<file path="config.mk">
export PLATFORM = sky130hd
export DESIGN_NAME = itv_top
export DESIGN_NICKNAME = d
export VERILOG_FILES = /design/src/common/itv_pkg.sv /design/src/common/itv_src_if.sv /design/src/rtl/itv_top.sv /design/src/rtl/itv_trap_flags.sv /design/src/rtl/itv_irq_arb.sv
export SDC_FILE = /design/constraint.sdc
export NUM_CORES = 1
export LEC_CHECK = 0
export ABC_AREA = 1
export ABC_CLOCK_PERIOD_IN_PS = 27600
export BUFFER_PORTS_ARGS = -buffer_cell sky130_fd_sc_hd__buf_2
export CELL_PAD_IN_SITES_DETAIL_PLACEMENT = 1
export CELL_PAD_IN_SITES_GLOBAL_PLACEMENT = 1
export CORE_UTILIZATION = 40
export DETAILED_ROUTE_END_ITERATION = 8
export HOLD_SLACK_MARGIN = 0.1
export PLACE_DENSITY_LB_ADDON = 0.1
export SLEW_MARGIN = 20
export SYNTH_ARGS = -nofsm -noshare
export SYNTH_HDL_FRONTEND = slang
export SYNTH_SLANG_ARGS = --single-unit
</file>
<file path="constraint.sdc">
create_clock -name i_core_clk -period 27.6 [get_ports i_core_clk]
set_clock_uncertainty 0.15 [all_clocks]
set_input_delay 4.14 -clock i_core_clk [delete_from_list [all_inputs] [get_ports i_core_clk]]
set_output_delay 4.14 -clock i_core_clk [all_outputs]
set_load 0.005 [all_outputs]
</file>
<file path="src/common/itv_pkg.sv">
`default_nettype none
package itv_pkg;
   localparam int N_SRC = 26;
   localparam int IDX_W = 5;
   localparam int PRIO_W = 4;
   localparam int ADDR_W = 12;
   localparam int DATA_W = 16;
   localparam int NUM_W = 7;
   localparam int VEC_W = 24;

   // Trap numbers of the peripheral sources, by source index
   localparam logic [NUM_W-1:0] SRC_TRAP [N_SRC] = '{
      7'h24, 7'h28, 7'h29, 7'h2a, 7'h2b, 7'h2c, 7'h2d, 7'h2e, 7'h2f,
      7'h30, 7'h31, 7'h32, 7'h33, 7'h38, 7'h39, 7'h3a, 7'h3b,
      7'h3d, 7'h3e, 7'h3f, 7'h40, 7'h43, 7'h47, 7'h4d, 7'h4e, 7'h4f};
   localparam int SRC_TIMER_FOUR = 0;
   localparam int SRC_NODE_ZERO = 20;
   localparam int SRC_NODE_THREE = 21;

   localparam logic [NUM_W-1:0] TRAP_RESTART = 7'h00;
   localparam logic [NUM_W-1:0] TRAP_NONMASKABLE = 7'h02;
   localparam logic [NUM_W-1:0] TRAP_STACK_OVER = 7'h04;
   localparam logic [NUM_W-1:0] TRAP_STACK_UNDER = 7'h06;
   localparam logic [NUM_W-1:0] TRAP_CLASS_B = 7'h0a;
   localparam logic [NUM_W-1:0] TRAP_RSV_LO = 7'h0b;
   localparam logic [NUM_W-1:0] TRAP_RSV_HI = 7'h0f;
   localparam logic [NUM_W-1:0] TRAP_SW_MAX = 7'h7f;
   localparam logic [PRIO_W-1:0] PRIO_TOP = 4'hf;

   // Exception flag register bit positions
   localparam int F_NMI = 0;
   localparam int F_STK_OVER = 1;
   localparam int F_STK_UNDER = 2;
   localparam int F_UNDEF_OPC = 3;
   localparam int F_PROT_FAULT = 4;
   localparam int F_ILL_OPERAND = 5;
   localparam int F_ILL_INSTR = 6;
   localparam int F_ILL_BUS = 7;
   localparam int N_FLAG = 8;

   // Event status bits
   localparam int E_HW_TRAP = 0;
   localparam int E_SW_TRAP = 1;
   localparam int E_RESTART = 2;
   localparam int E_IRQ = 3;
   localparam int N_EVT = 4;

   // Source control word fields
   localparam int S_LVL_LSB = 0;
   localparam int S_EN = 6;
   localparam int S_REQ = 7;

   localparam logic [ADDR_W-1:0] OFS_EXC_FLAGS = 12'h000;
   localparam logic [ADDR_W-1:0] OFS_EVT_STATUS = 12'h004;
   localparam logic [ADDR_W-1:0] OFS_EVT_CLEAR = 12'h008;
   localparam logic [ADDR_W-1:0] OFS_EVT_ENABLE = 12'h00c;
   localparam logic [ADDR_W-1:0] OFS_SERVICE = 12'h010;
   localparam logic [ADDR_W-1:0] OFS_SRC_BASE = 12'h100;

   typedef enum logic [2:0] {KIND_RESTART, KIND_CLASS_A, KIND_CLASS_B, KIND_SW, KIND_IRQ}
      itv_kind_e;
   typedef enum logic {ST_IDLE, ST_OFFER} itv_state_e;

   // Vector location is four times the trap number
   function automatic logic [VEC_W-1:0] vec_of(input logic [NUM_W-1:0] num);
      vec_of = {15'h0000, num, 2'b00};
   endfunction
endpackage
`default_nettype wire

</file>
<file path="src/common/itv_src_if.sv">
`default_nettype none
interface itv_src_if;
   logic [itv_pkg::N_SRC-1:0]  req;
   logic [itv_pkg::N_SRC-1:0]  en;
   logic [itv_pkg::PRIO_W-1:0] lvl [itv_pkg::N_SRC];
   logic [itv_pkg::PRIO_W-1:0] floor;
   logic                       hit;
   logic [itv_pkg::IDX_W-1:0]  idx;
   logic [itv_pkg::PRIO_W-1:0] win_lvl;
   modport arb (input req, en, lvl, floor, output hit, idx, win_lvl);
   modport ctl (output req, en, lvl, floor, input hit, idx, win_lvl);
endinterface
`default_nettype wire

</file>
<file path="src/rtl/itv_top.sv">
// The implementer's own choices: the strobed register port and the register offsets.
`default_nettype none
module itv_top (
   input  wire logic                          i_core_clk,
   input  wire logic                          i_nrst,
   input  wire logic [itv_pkg::ADDR_W-1:0]    i_addr,
   input  wire logic [itv_pkg::DATA_W-1:0]    i_wdata,
   input  wire logic                          i_wr,
   input  wire logic                          i_rd,
   output var  logic [itv_pkg::DATA_W-1:0]    o_rdata,
   input  wire logic [itv_pkg::N_SRC-1:0]     i_src_req,
   input  wire logic                          i_nmi,
   input  wire logic                          i_stack_over,
   input  wire logic                          i_stack_under,
   input  wire logic                          i_undef_opcode,
   input  wire logic                          i_prot_fault,
   input  wire logic                          i_illegal_operand,
   input  wire logic                          i_illegal_instr,
   input  wire logic                          i_illegal_bus,
   input  wire logic                          i_sw_reset,
   input  wire logic                          i_wdt_overflow,
   input  wire logic                          i_swtrap_req,
   input  wire logic [itv_pkg::NUM_W-1:0]     i_swtrap_num,
   input  wire logic [itv_pkg::PRIO_W-1:0]    i_cpu_prio,
   input  wire logic                          i_vec_ack,
   input  wire logic                          i_trap_return,
   output var  logic                          o_vec_valid,
   output var  logic [itv_pkg::VEC_W-1:0]     o_vec_addr,
   output var  logic [itv_pkg::NUM_W-1:0]     o_trap_num,
   output var  logic [itv_pkg::PRIO_W-1:0]    o_new_prio,
   output var  logic [2:0]                    o_kind,
   output var  logic                          o_hw_trap_active,
   output var  logic                          o_irq
);
   localparam int N = itv_pkg::N_SRC;

   function automatic logic src_hit(input logic [itv_pkg::ADDR_W-1:0] a);
      src_hit = (a >= itv_pkg::OFS_SRC_BASE) && (a[1:0] == 2'b00) &&
                (a < itv_pkg::OFS_SRC_BASE + itv_pkg::ADDR_W'(4 * N));
   endfunction

   function automatic logic [itv_pkg::IDX_W-1:0] src_idx(input logic [itv_pkg::ADDR_W-1:0] a);
      logic [itv_pkg::ADDR_W-1:0] d;
      d = a - itv_pkg::OFS_SRC_BASE;
      src_idx = d[itv_pkg::IDX_W+1:2];
   endfunction

   ////////////////////////////////////////////////////////////////////////////////
   // Flags and arbiter

   logic [itv_pkg::N_FLAG-1:0] flag_set;
   logic [itv_pkg::N_FLAG-1:0] flag_clr;
   logic [itv_pkg::N_FLAG-1:0] exc_flags;
   itv_src_if                  src ();

   always_comb begin
      flag_set = '0;
      flag_set[itv_pkg::F_NMI] = i_nmi;
      flag_set[itv_pkg::F_STK_OVER] = i_stack_over;
      flag_set[itv_pkg::F_STK_UNDER] = i_stack_under;
      flag_set[itv_pkg::F_UNDEF_OPC] = i_undef_opcode;
      flag_set[itv_pkg::F_PROT_FAULT] = i_prot_fault;
      flag_set[itv_pkg::F_ILL_OPERAND] = i_illegal_operand;
      flag_set[itv_pkg::F_ILL_INSTR] = i_illegal_instr;
      flag_set[itv_pkg::F_ILL_BUS] = i_illegal_bus;
      flag_clr = (i_wr && i_addr == itv_pkg::OFS_EXC_FLAGS) ?
                 i_wdata[itv_pkg::N_FLAG-1:0] : '0;
   end

   itv_trap_flags #(.W(itv_pkg::N_FLAG)) u_flags (
      .i_core_clk (i_core_clk),
      .i_nrst     (i_nrst),
      .i_set      (flag_set),
      .i_clr      (flag_clr),
      .o_flags    (exc_flags)
   );

   itv_irq_arb u_arb (
      .src (src)
   );

   ////////////////////////////////////////////////////////////////////////////////
   // State

   itv_pkg::itv_state_e        state;
   itv_pkg::itv_state_e        next_state;
   itv_pkg::itv_kind_e         kind;
   itv_pkg::itv_kind_e         next_kind;
   logic [N-1:0]               req;
   logic [N-1:0]               next_req;
   logic [N-1:0]               en;
   logic [N-1:0]               next_en;
   logic [itv_pkg::PRIO_W-1:0] lvl [N];
   logic [itv_pkg::PRIO_W-1:0] next_lvl [N];
   logic [2:0]                 pend_a;
   logic [2:0]                 next_pend_a;
   logic                       pend_b;
   logic                       next_pend_b;
   logic                       pend_rst;
   logic                       next_pend_rst;
   logic                       pend_sw;
   logic                       next_pend_sw;
   logic [itv_pkg::NUM_W-1:0]  sw_num;
   logic [itv_pkg::NUM_W-1:0]  next_sw_num;
   logic                       active_a;
   logic                       next_active_a;
   logic                       active_b;
   logic                       next_active_b;
   logic [itv_pkg::N_EVT-1:0]  evt_st;
   logic [itv_pkg::N_EVT-1:0]  next_evt_st;
   logic [itv_pkg::N_EVT-1:0]  evt_en;
   logic [itv_pkg::N_EVT-1:0]  next_evt_en;
   logic [itv_pkg::N_EVT-1:0]  evt_set;
   logic                       next_vec_valid;
   logic [itv_pkg::NUM_W-1:0]  next_trap_num;
   logic [itv_pkg::PRIO_W-1:0] next_new_prio;
   logic [itv_pkg::DATA_W-1:0] next_rdata;
   logic                       next_irq;

   assign src.req = req;
   assign src.en = en;
   assign src.lvl = lvl;
   assign src.floor = i_cpu_prio;

   always_comb begin
      next_state = state;
      next_kind = kind;
      next_req = req;
      next_en = en;
      next_lvl = lvl;
      next_pend_a = pend_a | {i_stack_under, i_stack_over, i_nmi};
      next_pend_b = pend_b | i_undef_opcode | i_prot_fault | i_illegal_operand |
                    i_illegal_instr | i_illegal_bus;
      next_pend_rst = pend_rst | i_sw_reset | i_wdt_overflow;
      next_pend_sw = pend_sw;
      next_sw_num = sw_num;
      next_active_a = active_a;
      next_active_b = active_b;
      next_vec_valid = o_vec_valid;
      next_trap_num = o_trap_num;
      next_new_prio = o_new_prio;
      next_evt_en = evt_en;
      evt_set = '0;
      next_rdata = '0;

      if (i_swtrap_req) begin
         next_pend_sw = 1'b1;
         next_sw_num = i_swtrap_num;
      end

      // Register writes; source requests below win over a software clear
      if (i_wr) begin
         if (i_addr == itv_pkg::OFS_EVT_ENABLE) begin
            next_evt_en = i_wdata[itv_pkg::N_EVT-1:0];
         end else if (src_hit(i_addr)) begin
            next_lvl[src_idx(i_addr)] = i_wdata[itv_pkg::S_LVL_LSB +: itv_pkg::PRIO_W];
            next_en[src_idx(i_addr)] = i_wdata[itv_pkg::S_EN];
            next_req[src_idx(i_addr)] = i_wdata[itv_pkg::S_REQ];
         end
      end
      next_req = next_req | i_src_req;

      // Return from a hardware trap handler closes the innermost one
      if (i_trap_return) begin
         if (active_a) begin
            next_active_a = 1'b0;
         end else begin
            next_active_b = 1'b0;
         end
      end

      case (state)
         itv_pkg::ST_IDLE: begin
            if (pend_rst) begin
               next_pend_rst = i_sw_reset | i_wdt_overflow;
               next_kind = itv_pkg::KIND_RESTART;
               next_trap_num = itv_pkg::TRAP_RESTART;
               next_new_prio = itv_pkg::PRIO_TOP;
               next_vec_valid = 1'b1;
               next_state = itv_pkg::ST_OFFER;
            end else if (pend_a != 3'b000 && !active_a) begin
               next_kind = itv_pkg::KIND_CLASS_A;
               next_new_prio = itv_pkg::PRIO_TOP;
               next_vec_valid = 1'b1;
               next_state = itv_pkg::ST_OFFER;
               if (pend_a[0]) begin
                  next_pend_a[0] = i_nmi;
                  next_trap_num = itv_pkg::TRAP_NONMASKABLE;
               end else if (pend_a[1]) begin
                  next_pend_a[1] = i_stack_over;
                  next_trap_num = itv_pkg::TRAP_STACK_OVER;
               end else begin
                  next_pend_a[2] = i_stack_under;
                  next_trap_num = itv_pkg::TRAP_STACK_UNDER;
               end
            end else if (pend_b && !active_a && !active_b) begin
               next_pend_b = i_undef_opcode | i_prot_fault | i_illegal_operand |
                             i_illegal_instr | i_illegal_bus;
               next_kind = itv_pkg::KIND_CLASS_B;
               next_trap_num = itv_pkg::TRAP_CLASS_B;
               next_new_prio = itv_pkg::PRIO_TOP;
               next_vec_valid = 1'b1;
               next_state = itv_pkg::ST_OFFER;
            end else if (pend_sw) begin
               next_pend_sw = i_swtrap_req;
               next_kind = itv_pkg::KIND_SW;
               next_trap_num = sw_num;
               next_new_prio = i_cpu_prio;
               next_vec_valid = 1'b1;
               next_state = itv_pkg::ST_OFFER;
            end else if (src.hit && !active_a && !active_b) begin
               next_req[src.idx] = i_src_req[src.idx];
               next_kind = itv_pkg::KIND_IRQ;
               next_trap_num = itv_pkg::SRC_TRAP[src.idx];
               next_new_prio = src.win_lvl;
               next_vec_valid = 1'b1;
               next_state = itv_pkg::ST_OFFER;
            end
         end
         itv_pkg::ST_OFFER: begin
            if (i_vec_ack) begin
               next_vec_valid = 1'b0;
               next_state = itv_pkg::ST_IDLE;
               case (kind)
                  itv_pkg::KIND_RESTART: begin
                     next_active_a = 1'b0;
                     next_active_b = 1'b0;
                     evt_set[itv_pkg::E_RESTART] = 1'b1;
                  end
                  itv_pkg::KIND_CLASS_A: begin
                     next_active_a = 1'b1;
                     evt_set[itv_pkg::E_HW_TRAP] = 1'b1;
                  end
                  itv_pkg::KIND_CLASS_B: begin
                     next_active_b = 1'b1;
                     evt_set[itv_pkg::E_HW_TRAP] = 1'b1;
                  end
                  itv_pkg::KIND_SW: begin
                     evt_set[itv_pkg::E_SW_TRAP] = 1'b1;
                  end
                  default: begin
                     evt_set[itv_pkg::E_IRQ] = 1'b1;
                  end
               endcase
            end
         end
         default: begin
            next_state = itv_pkg::ST_IDLE;
         end
      endcase

      // Event status: set wins over a clear written in the same cycle
      next_evt_st = evt_st;
      if (i_wr && i_addr == itv_pkg::OFS_EVT_CLEAR) begin
         next_evt_st = next_evt_st & ~i_wdata[itv_pkg::N_EVT-1:0];
      end
      next_evt_st = next_evt_st | evt_set;
      next_irq = |(next_evt_st & next_evt_en);

      // Read data stand only in the cycle after the strobe
      if (i_rd) begin
         if (i_addr == itv_pkg::OFS_EXC_FLAGS) begin
            next_rdata = itv_pkg::DATA_W'(exc_flags);
         end else if (i_addr == itv_pkg::OFS_EVT_STATUS) begin
            next_rdata = itv_pkg::DATA_W'(evt_st);
         end else if (i_addr == itv_pkg::OFS_EVT_ENABLE) begin
            next_rdata = itv_pkg::DATA_W'(evt_en);
         end else if (i_addr == itv_pkg::OFS_SERVICE) begin
            next_rdata = itv_pkg::DATA_W'({pend_rst, pend_sw, pend_b, pend_a,
                                           active_b, active_a, state == itv_pkg::ST_OFFER});
         end else if (src_hit(i_addr)) begin
            next_rdata = itv_pkg::DATA_W'({req[src_idx(i_addr)], en[src_idx(i_addr)],
                                           2'b00, lvl[src_idx(i_addr)]});
         end
      end
   end

   always_ff @(posedge i_core_clk or negedge i_nrst) begin
      if (!i_nrst) begin
         state <= itv_pkg::ST_IDLE;
         kind <= itv_pkg::KIND_RESTART;
         req <= '0;
         en <= '0;
         lvl <= '{default: '0};
         pend_a <= 3'h0;
         pend_b <= 1'b0;
         pend_rst <= 1'b1;
         pend_sw <= 1'b0;
         sw_num <= '0;
         active_a <= 1'b0;
         active_b <= 1'b0;
         evt_st <= '0;
         evt_en <= '0;
         o_vec_valid <= 1'b0;
         o_trap_num <= '0;
         o_new_prio <= '0;
         o_rdata <= '0;
         o_irq <= 1'b0;
      end else begin
         state <= next_state;
         kind <= next_kind;
         req <= next_req;
         en <= next_en;
         lvl <= next_lvl;
         pend_a <= next_pend_a;
         pend_b <= next_pend_b;
         pend_rst <= next_pend_rst;
         pend_sw <= next_pend_sw;
         sw_num <= next_sw_num;
         active_a <= next_active_a;
         active_b <= next_active_b;
         evt_st <= next_evt_st;
         evt_en <= next_evt_en;
         o_vec_valid <= next_vec_valid;
         o_trap_num <= next_trap_num;
         o_new_prio <= next_new_prio;
         o_rdata <= next_rdata;
         o_irq <= next_irq;
      end
   end

   // Derived copies kept as flops so every output leaves a register
   always_ff @(posedge i_core_clk or negedge i_nrst) begin
      if (!i_nrst) begin
         o_vec_addr <= '0;
         o_kind <= 3'h0;
         o_hw_trap_active <= 1'b0;
      end else begin
         o_vec_addr <= itv_pkg::vec_of(next_trap_num);
         o_kind <= next_kind;
         o_hw_trap_active <= next_active_a | next_active_b;
      end
   end
endmodule // itv_top
`default_nettype wire

</file>
<file path="src/rtl/itv_trap_flags.sv">
`default_nettype none
module itv_trap_flags #(
   parameter int W = 8
) (
   input  wire logic         i_core_clk,
   input  wire logic         i_nrst,
   input  wire logic [W-1:0] i_set,
   input  wire logic [W-1:0] i_clr,
   output var  logic [W-1:0] o_flags
);
   logic [W-1:0] next_flags;

   // Sticky until cleared; a set in the clear cycle survives
   always_comb begin
      next_flags = (o_flags & ~i_clr) | i_set;
   end

   always_ff @(posedge i_core_clk or negedge i_nrst) begin
      if (!i_nrst) begin
         o_flags <= '0;
      end else begin
         o_flags <= next_flags;
      end
   end
endmodule // itv_trap_flags
`default_nettype wire

</file>
<file path="src/rtl/itv_irq_arb.sv">
`default_nettype none
module itv_irq_arb (
   itv_src_if.arb src
);
   // Strictly higher level wins, so equal levels keep the lowest index
   always_comb begin
      src.hit = 1'b0;
      src.idx = '0;
      src.win_lvl = '0;
      for (int i = 0; i < itv_pkg::N_SRC; i++) begin
         if (src.req[i] && src.en[i] && (src.lvl[i] > src.floor) &&
             (!src.hit || (src.lvl[i] > src.win_lvl))) begin
            src.hit = 1'b1;
            src.idx = itv_pkg::IDX_W'(i);
            src.win_lvl = src.lvl[i];
         end
      end
   end
endmodule // itv_irq_arb
`default_nettype wire

</file>
==> impl_metrics.json, run 1 <==
{
  "outcome": "finished with violations",
  "violations": "setup timing",
  "netlist_area_mm2": 0.01781,
  "port_buffers": 106,
  "antenna_found_initial": 3,
  "setup.worst_path.start_class": "primary input",
  "muxShareOfSynthArea": 0.005409,
  "fp.dieW_um": 213.0,
  "crit_path_frequent_cell": "nand2_1",
  "dr.pass1.iters": 5,
  "power.share.clock": 0.397,
  "max_slew_margin": 0.3022,
  "p_int_w": 0.0005752,
  "dr_total_vias": 19640,
  "p_seq_frac": 0.394,
  "period_share": 1.180,
  "slew_violations": 0,
  "synthCells": 2512,
  "grt_usage": 0.3077,
  "synth_top_family_by_area": "simple AND/OR/NAND/NOR gates",
  "numClockSinks": 214,
  "wl_per_cell_um": 20.79,
  "cp-end-kind": "register",
  "post_dp_cell_area_mm2": 0.02070,
  "wirelength_mm": 73.09,
  "path_class": "primary input to register",
  "hold_viol": 0,
  "utilization": 0.5341,
  "hold_ws_ns": 0.3362,
  "clockRootBuffer": "clkbuf_16",
  "ios": 139,
  "synthTopCellsByArea": "dfrtp_1, ha_1, nand2_1, o21ai_0, inv_1",
  "ir_drop_mv": 0.04896,
  "die_area_mm2": 0.04538,
  "htree_num_levels": 1,
  "cts_hold_buf": 0,
  "min_period_ns": 32.57,
  "critical_path.max_stage_delay_ns": 0.35,
  "die_h_um": 213.0,
  "vias_per_cell": 5.587,
  "drt_iter0_markers": 1293,
  "synthSimpleGateAreaFrac": 0.2664,
  "synth_top_area_share": 0.2992,
  "synth_xor_area_frac": 0,
  "num_rows": 76,
  "grt_max_degree": 79,
  "ys.warnings.count": 0,
  "crit_slowest_cell": "ha_1",
  "fmaxAchievable_ghz": 0.03070,
  "synth_adder_area_share": 0.1356,
  "grt_pass1_vias": 19590,
  "synthArstFlopShare": 1.000,
  "rsz0062_at_grt": "yes",
  "clkSlewWorstSetupHoldPaths_ns": 0.06,
  "max_slew.worst_pin.slew_ns": 1.043,
  "grt_pass1_wl_mm": 108.4,
  "power.density_mw_per_mm2": 35.74,
  "gp_congestion": 0.9292,
  "core_area_mm2": 0.04346,
  "synth_top_cell_by_area": "dfrtp_1",
  "ant_nets": 0,
  "gr-total-overflow": 0,
  "cts.path.max_buffers": 3,
  "design_area_mm2": 0.02321,
  "cp_max_fo": 8,
  "layout-drive-gt1-share": 0.2654,
  "initial_utilization": 0.4099,
  "power_w": 0.0008294,
  "switching_share": 0.3064,
  "area_growth_pct": 30.30,
  "synth_edf_count": 0,
  "r2r_slack_ns": -1.49,
  "cts_tree": "yes",
  "ys_types": 56,
  "dp_slack_ns": -6.065,
  "fin_ws_ns": -4.973,
  "setup_viol": 37,
  "max_cap_violations": 0,
  "comb_power_share": 0.209,
  "synth-seq-cells": 214,
  "ys.flop_type": "dfrtp_1",
  "drc": 0,
  "ys_seq_area_frac": 0.3007,
  "synth_compound_area_frac": 0.1889,
  "syn_avg_cell_area_um2": 7.091,
  "hp-class": "register to register",
  "final_nets": 3185,
  "clock_latency_ns": 0.54,
  "power_leakage_nw": 11.75,
  "p_switching_w": 0.0002541,
  "cp.required_ns": 27.88,
  "dp_hpwl_mm": 53.79,
  "crit_arrival_ns": 32.85,
  "cts_buffers": 25
}
==> logic make-up (layout without fill, tap and decap cells) <==
group | Yosys count | count (layout)
AND/OR/NAND/NOR | 1083 | 1087
AO/OA/AOI/OAI | 581 | 581
buffers and inverters | 431 | 820
flip-flops | 214 | 214
adder cells (fa/ha/maj) | 193 | 193
multiplexers | 9 | 9
other | 1 | 27
==> critical path: cells and delay by family <==
family          cells  cell delay (ns)
fa+ha+maj          26             7.57
compound gates     60             6.37
simple gates      140            12.29
buf+inv            34             2.49
==> cells in the final DEF (no fill, tap or decap), drive strengths merged, types with 34 or more instances in the layout <==
master / Yosys / layout
a21oi: 77 / 77
buf: 46 / 436
clkbuf: 50 / 42
dfrtp: 213 / 213
ha: 193 / 193
inv: 328 / 326
nand2: 672 / 676
nand3: 161 / 161
nand4: 54 / 54
nor2: 165 / 165
o211ai: 34 / 34
o21ai: 327 / 327
o22ai: 60 / 60
==> power by group through the flow <==
stage               registers (W)  clock network (W)   logic, W
floorplan                0.000331                  0  0.0000877
detailed placement       0.000332                  0   0.000157
CTS                      0.000326           0.000332   0.000159
finish                   0.000327           0.000329   0.000173
global placement         0.000332                  0   0.000149
global route             0.000327           0.000342   0.000191
==> state kept, by name, indices dropped and copies added, names as in the netlist, 3 cells and up <==
signal,flops
en,26
evt_en,4
evt_st,4
lvl,104
o_kind,3
o_new_prio,4
o_rdata,9
o_vec_addr,7
pend_a,3
req,26
sw_num,7
u_flags.o_flags,8
==> synthesized netlist by cell type, drive strengths merged, types with 4 or more instances <==
cell type / count
a211oi: 5
a21oi: 77
a22oi: 12
buf: 46
clkbuf: 50
clkinv: 7
dfrtp: 213
ha: 193
inv: 328
mux2: 5
mux2i: 4
nand2: 672
nand3: 161
nand3b: 5
nand4: 54
nor2: 165
nor3: 10
o2111a: 10
o211ai: 34
o21ai: 327
o21bai: 23
o221ai: 13
o22ai: 60
or2: 11
==> final timing paths <==
check	startpoint	cells after the start	endpoint
max in group asynchronous	i_nrst	3	lvl[73]
hold / removal	u_flags.o_flags[4]	2	u_flags.o_flags[4]
min in group asynchronous	i_nrst	1	o_vec_addr[7]
setup / recovery	i_cpu_prio[3]	260	req[7]
hold reg to reg	u_flags.o_flags[4]	2	u_flags.o_flags[4]
setup reg to reg	lvl[101]	259	req[7]
==> cell type report <==
class,count,area (µm²)
Timing Repair Buffer,438,3178
Antenna cell,3,7.507
Clock buffer,40,772.0
Sequential cell,214,5356
Timing Repair inverter,2,15.01
Tap cell,585,732.0
Clock inverter,5,31.28
Inverter,335,1289
Multi-Input combinational cell,1894,11830
Fill cell,5550,20250
==> metal layers <==
layer | wire [µm] | track usage | vias up | part of all wire
li1 | - | - | 9246 | -
met1 | 31200 | 0.4075 | 9704 | 0.43
met2 | 35850 | 0.5253 | 538 | 0.49
met3 | 3640 | 0.03339 | 152 | 0.050
met4 | 2372 | 0.09253 | 4 | 0.032
met5 | 23 | 0 | - | 0.00031
==> per-stage QoR <==
step	std cells	setup TNS [ns]
floorplan	2535	-95.48
global placement	3382	-162.49
detailed placement	3382	-219.28
CTS	3433	-177.27
global route	3514	-268.55
finish	3516	-179.02
==> timing repair <==
action / in CTS / in global routing
cloned: 1 / 7
setup endpoints to repair: 37 / 37
pin swaps: 18 / 156
resized for setup: 39 / 234
endpoints found under the hold margin: 0 / 0
buffers inserted: 5 / 75
Power figures use the tool's default switching activity.
==> run 2: changes to the inputs <==
ABC_CLOCK_PERIOD_IN_PS = 36400   (was 27600)
CTS_CLUSTER_SIZE = 25   (was not set)
clock period = 36.4 ns   (was 27.6 ns; I/O delays follow)
==> run 2 against run 1 <==
The run now ends clean. Global-route usage down 1.4 points. Count of clock-buffer cells in the layout unchanged. Total power down 25%. Combinational power down 33%. Sequential share of layout area up 2.2 points. Cell area fell by 8.7%. Routed wire length is 6.1% lower. Worst hold slack better by 0.0051 ns. Register-to-register slack better by 8.2 ns. Worst setup slack gained 6.9 ns. Largest power group unchanged.
==> impl_metrics.json, run 2 (same netlist as run 1, synthesis figures left out) <==
{
  "ant_nets": 0,
  "max_cap_violations": 0,
  "largest_register": "lvl",
  "busiest_layer": "met2",
  "die_h_um": 213.0,
  "crit_path_frequent_cell": "nand2_1",
  "antenna_found_initial": 5,
  "grt_pass1_wl_mm": 102.7,
  "use_met1": 0.3894,
  "dr.pass1.iters": 5,
  "crit_slowest_cell": "ha_1",
  "core_area_mm2": 0.04346,
  "final_nets": 2984,
  "wl_per_cell_um": 20.72,
  "crit_start": "i_cpu_prio[1]",
  "path_buf_inv": 34,
  "num_rows": 76,
  "max_slew.worst_pin.slew_ns": 1.429,
  "grtUsageMet2": 0.4963,
  "cp.required_ns": 36.72,
  "min_period_ns": 34.46,
  "vias_per_cell": 5.601,
  "port_buffers": 106,
  "grt_usage": 0.2935,
  "cp-endpoint": "req[5]",
  "cts_buffers": 25,
  "critical_path.top_delay_family": "simple AND/OR/NAND/NOR gates",
  "max_slew_margin": 0.04506,
  "rr_startpoint": "lvl[103]",
  "wirelength_mm": 68.66,
  "gr-total-overflow": 0,
  "initial_utilization": 0.4099,
  "dp_hpwl_mm": 51.37,
  "hold_viol": 0,
  "utilization": 0.4877,
  "outcome": "completed",
  "largest_register_ffs": 104,
  "reg2reg_depth": 260,
  "dp_slack_ns": -1.158,
  "design_area_mm2": 0.02120,
  "fin_ws_ns": 1.940,
  "htree_num_levels": 1,
  "cts_tree": "yes",
  "ios": 139,
  "final_common_cell": "nand2_1",
  "numClockSinks": 214,
  "fmaxAchievable_ghz": 0.02902,
  "area_growth_pct": 18.99,
  "slew_violations": 0,
  "power.density_mw_per_mm2": 29.37,
  "gp_congestion": 0.9199,
  "power_leakage_nw": 10.80,
  "drt_iter0_markers": 1130,
  "layout-drive-gt1-share": 0.1867,
  "hp-class": "register to register",
  "cts.path.max_buffers": 3,
  "crit_cells": 262,
  "grt_pass1_vias": 18160,
  "clockRootBuffer": "clkbuf_16",
  "ir_drop_mv": 0.03569,
  "critical_path.max_stage_delay_ns": 0.36,
  "clock_latency_ns": 0.53,
  "drc": 0,
  "crit_arrival_ns": 34.78,
  "die_area_mm2": 0.04538,
  "grt_max_degree": 85,
  "dr_total_vias": 18560,
  "grtUsageMet3": 0.03986,
  "rr_endpoint": "req[5]",
  "path_class": "primary input to register",
  "layout_common_cells": "nand2_1, inv_1, o21ai_0",
  "cp-end-kind": "register",
  "setup_viol": 0,
  "setup.worst_path.start_class": "primary input",
  "clkSlewWorstSetupHoldPaths_ns": 0.07,
  "cp_max_fo": 8,
  "post_dp_cell_area_mm2": 0.01892,
  "r2r_slack_ns": 6.72,
  "reg_top3": "lvl: 104 flops, en: 26 flops, req: 26 flops",
  "fp.dieW_um": 213.0,
  "period_share": 0.9467
}
-- run 2: cell count changes in the layout (fill, tap and decap cells not counted), moves of 10 or more --
cell,before,now
nand3_1,136,153
nand3_2,20,5
ha_1,172,183
o21ai_0,240,257
buf_4,311,112
nand2_1,550,560
o21ai_1,40,27
buf_6,18,4
ha_4,19,8
-- run 2: stage by stage --
step	std cells	setup TNS [ns]	total power, W	hold slack [ns]
after CTS	3216	0	0.0006155	0.3375
after floorplan	2535	0	0.0003162	0.2927
after detailed placement	3171	-33.32	0.0003570	0.3228
after global placement	3171	-0.01905	0.0003526	0.3161
final	3313	0	0.0006225	0.3413
after global routing	3312	-16.53	0.0006460	0.3605
-- run 2: per-layer routing --
metal | wire [µm] | vias to the layer above
met4 | 2032 | 8
met1 | 30370 | 9194
met3 | 3193 | 113
met2 | 33010 | 403
met5 | 48 | -
li1 | - | 8839
-- run 2: how the worst min path moves through the flow --
stage                             startpoint                  to  cells past startpoint
after CTS                             en[12]              en[12]                      2
after global placement               lvl[80]             lvl[80]                      2
after global routing                  en[12]              en[12]                      2
after floorplan           u_flags.o_flags[4]  u_flags.o_flags[4]                      2
final                               lvl[100]            lvl[100]                      2
after detailed placement              en[12]              en[12]                      2
-- run 2: worst min-delay path: stages, from the launching register on --
cell and delay, ns:
dfrtp_1 0.34, nand2_1 0.05, o21ai_0 0.06
-- run 2: area by class of cell --
type                       count  area (µm²)
inverter                     335        1267
fill                        5581       22260
multi-input combinational   1906       11490
timing repair inverter         1       5.005
clock buffer                  40       762.0
tap                          585       732.0
sequential                   214        5356
timing repair buffer         226        1506
antenna                        1       2.502
clock inverter                 5       75.07
-- run 2: repair_timing --
action                                  4_1_cts  5_1_grt
gates cloned                                  0       17
setup buffers                                 0       79
pin swaps                                     0      139
endpoints found under the setup margin       33       37
gates resized for setup                      15      216
hold buffers                                  0        0
-- run 2: power breakdown --
group          switching, W  internal [W]  leakage [nW]  total [W]
Clock              0.000103      0.000156         0.414   0.000259
Sequential       0.00000452      0.000243          2.64   0.000248
Combinational     0.0000783     0.0000374          7.74   0.000116
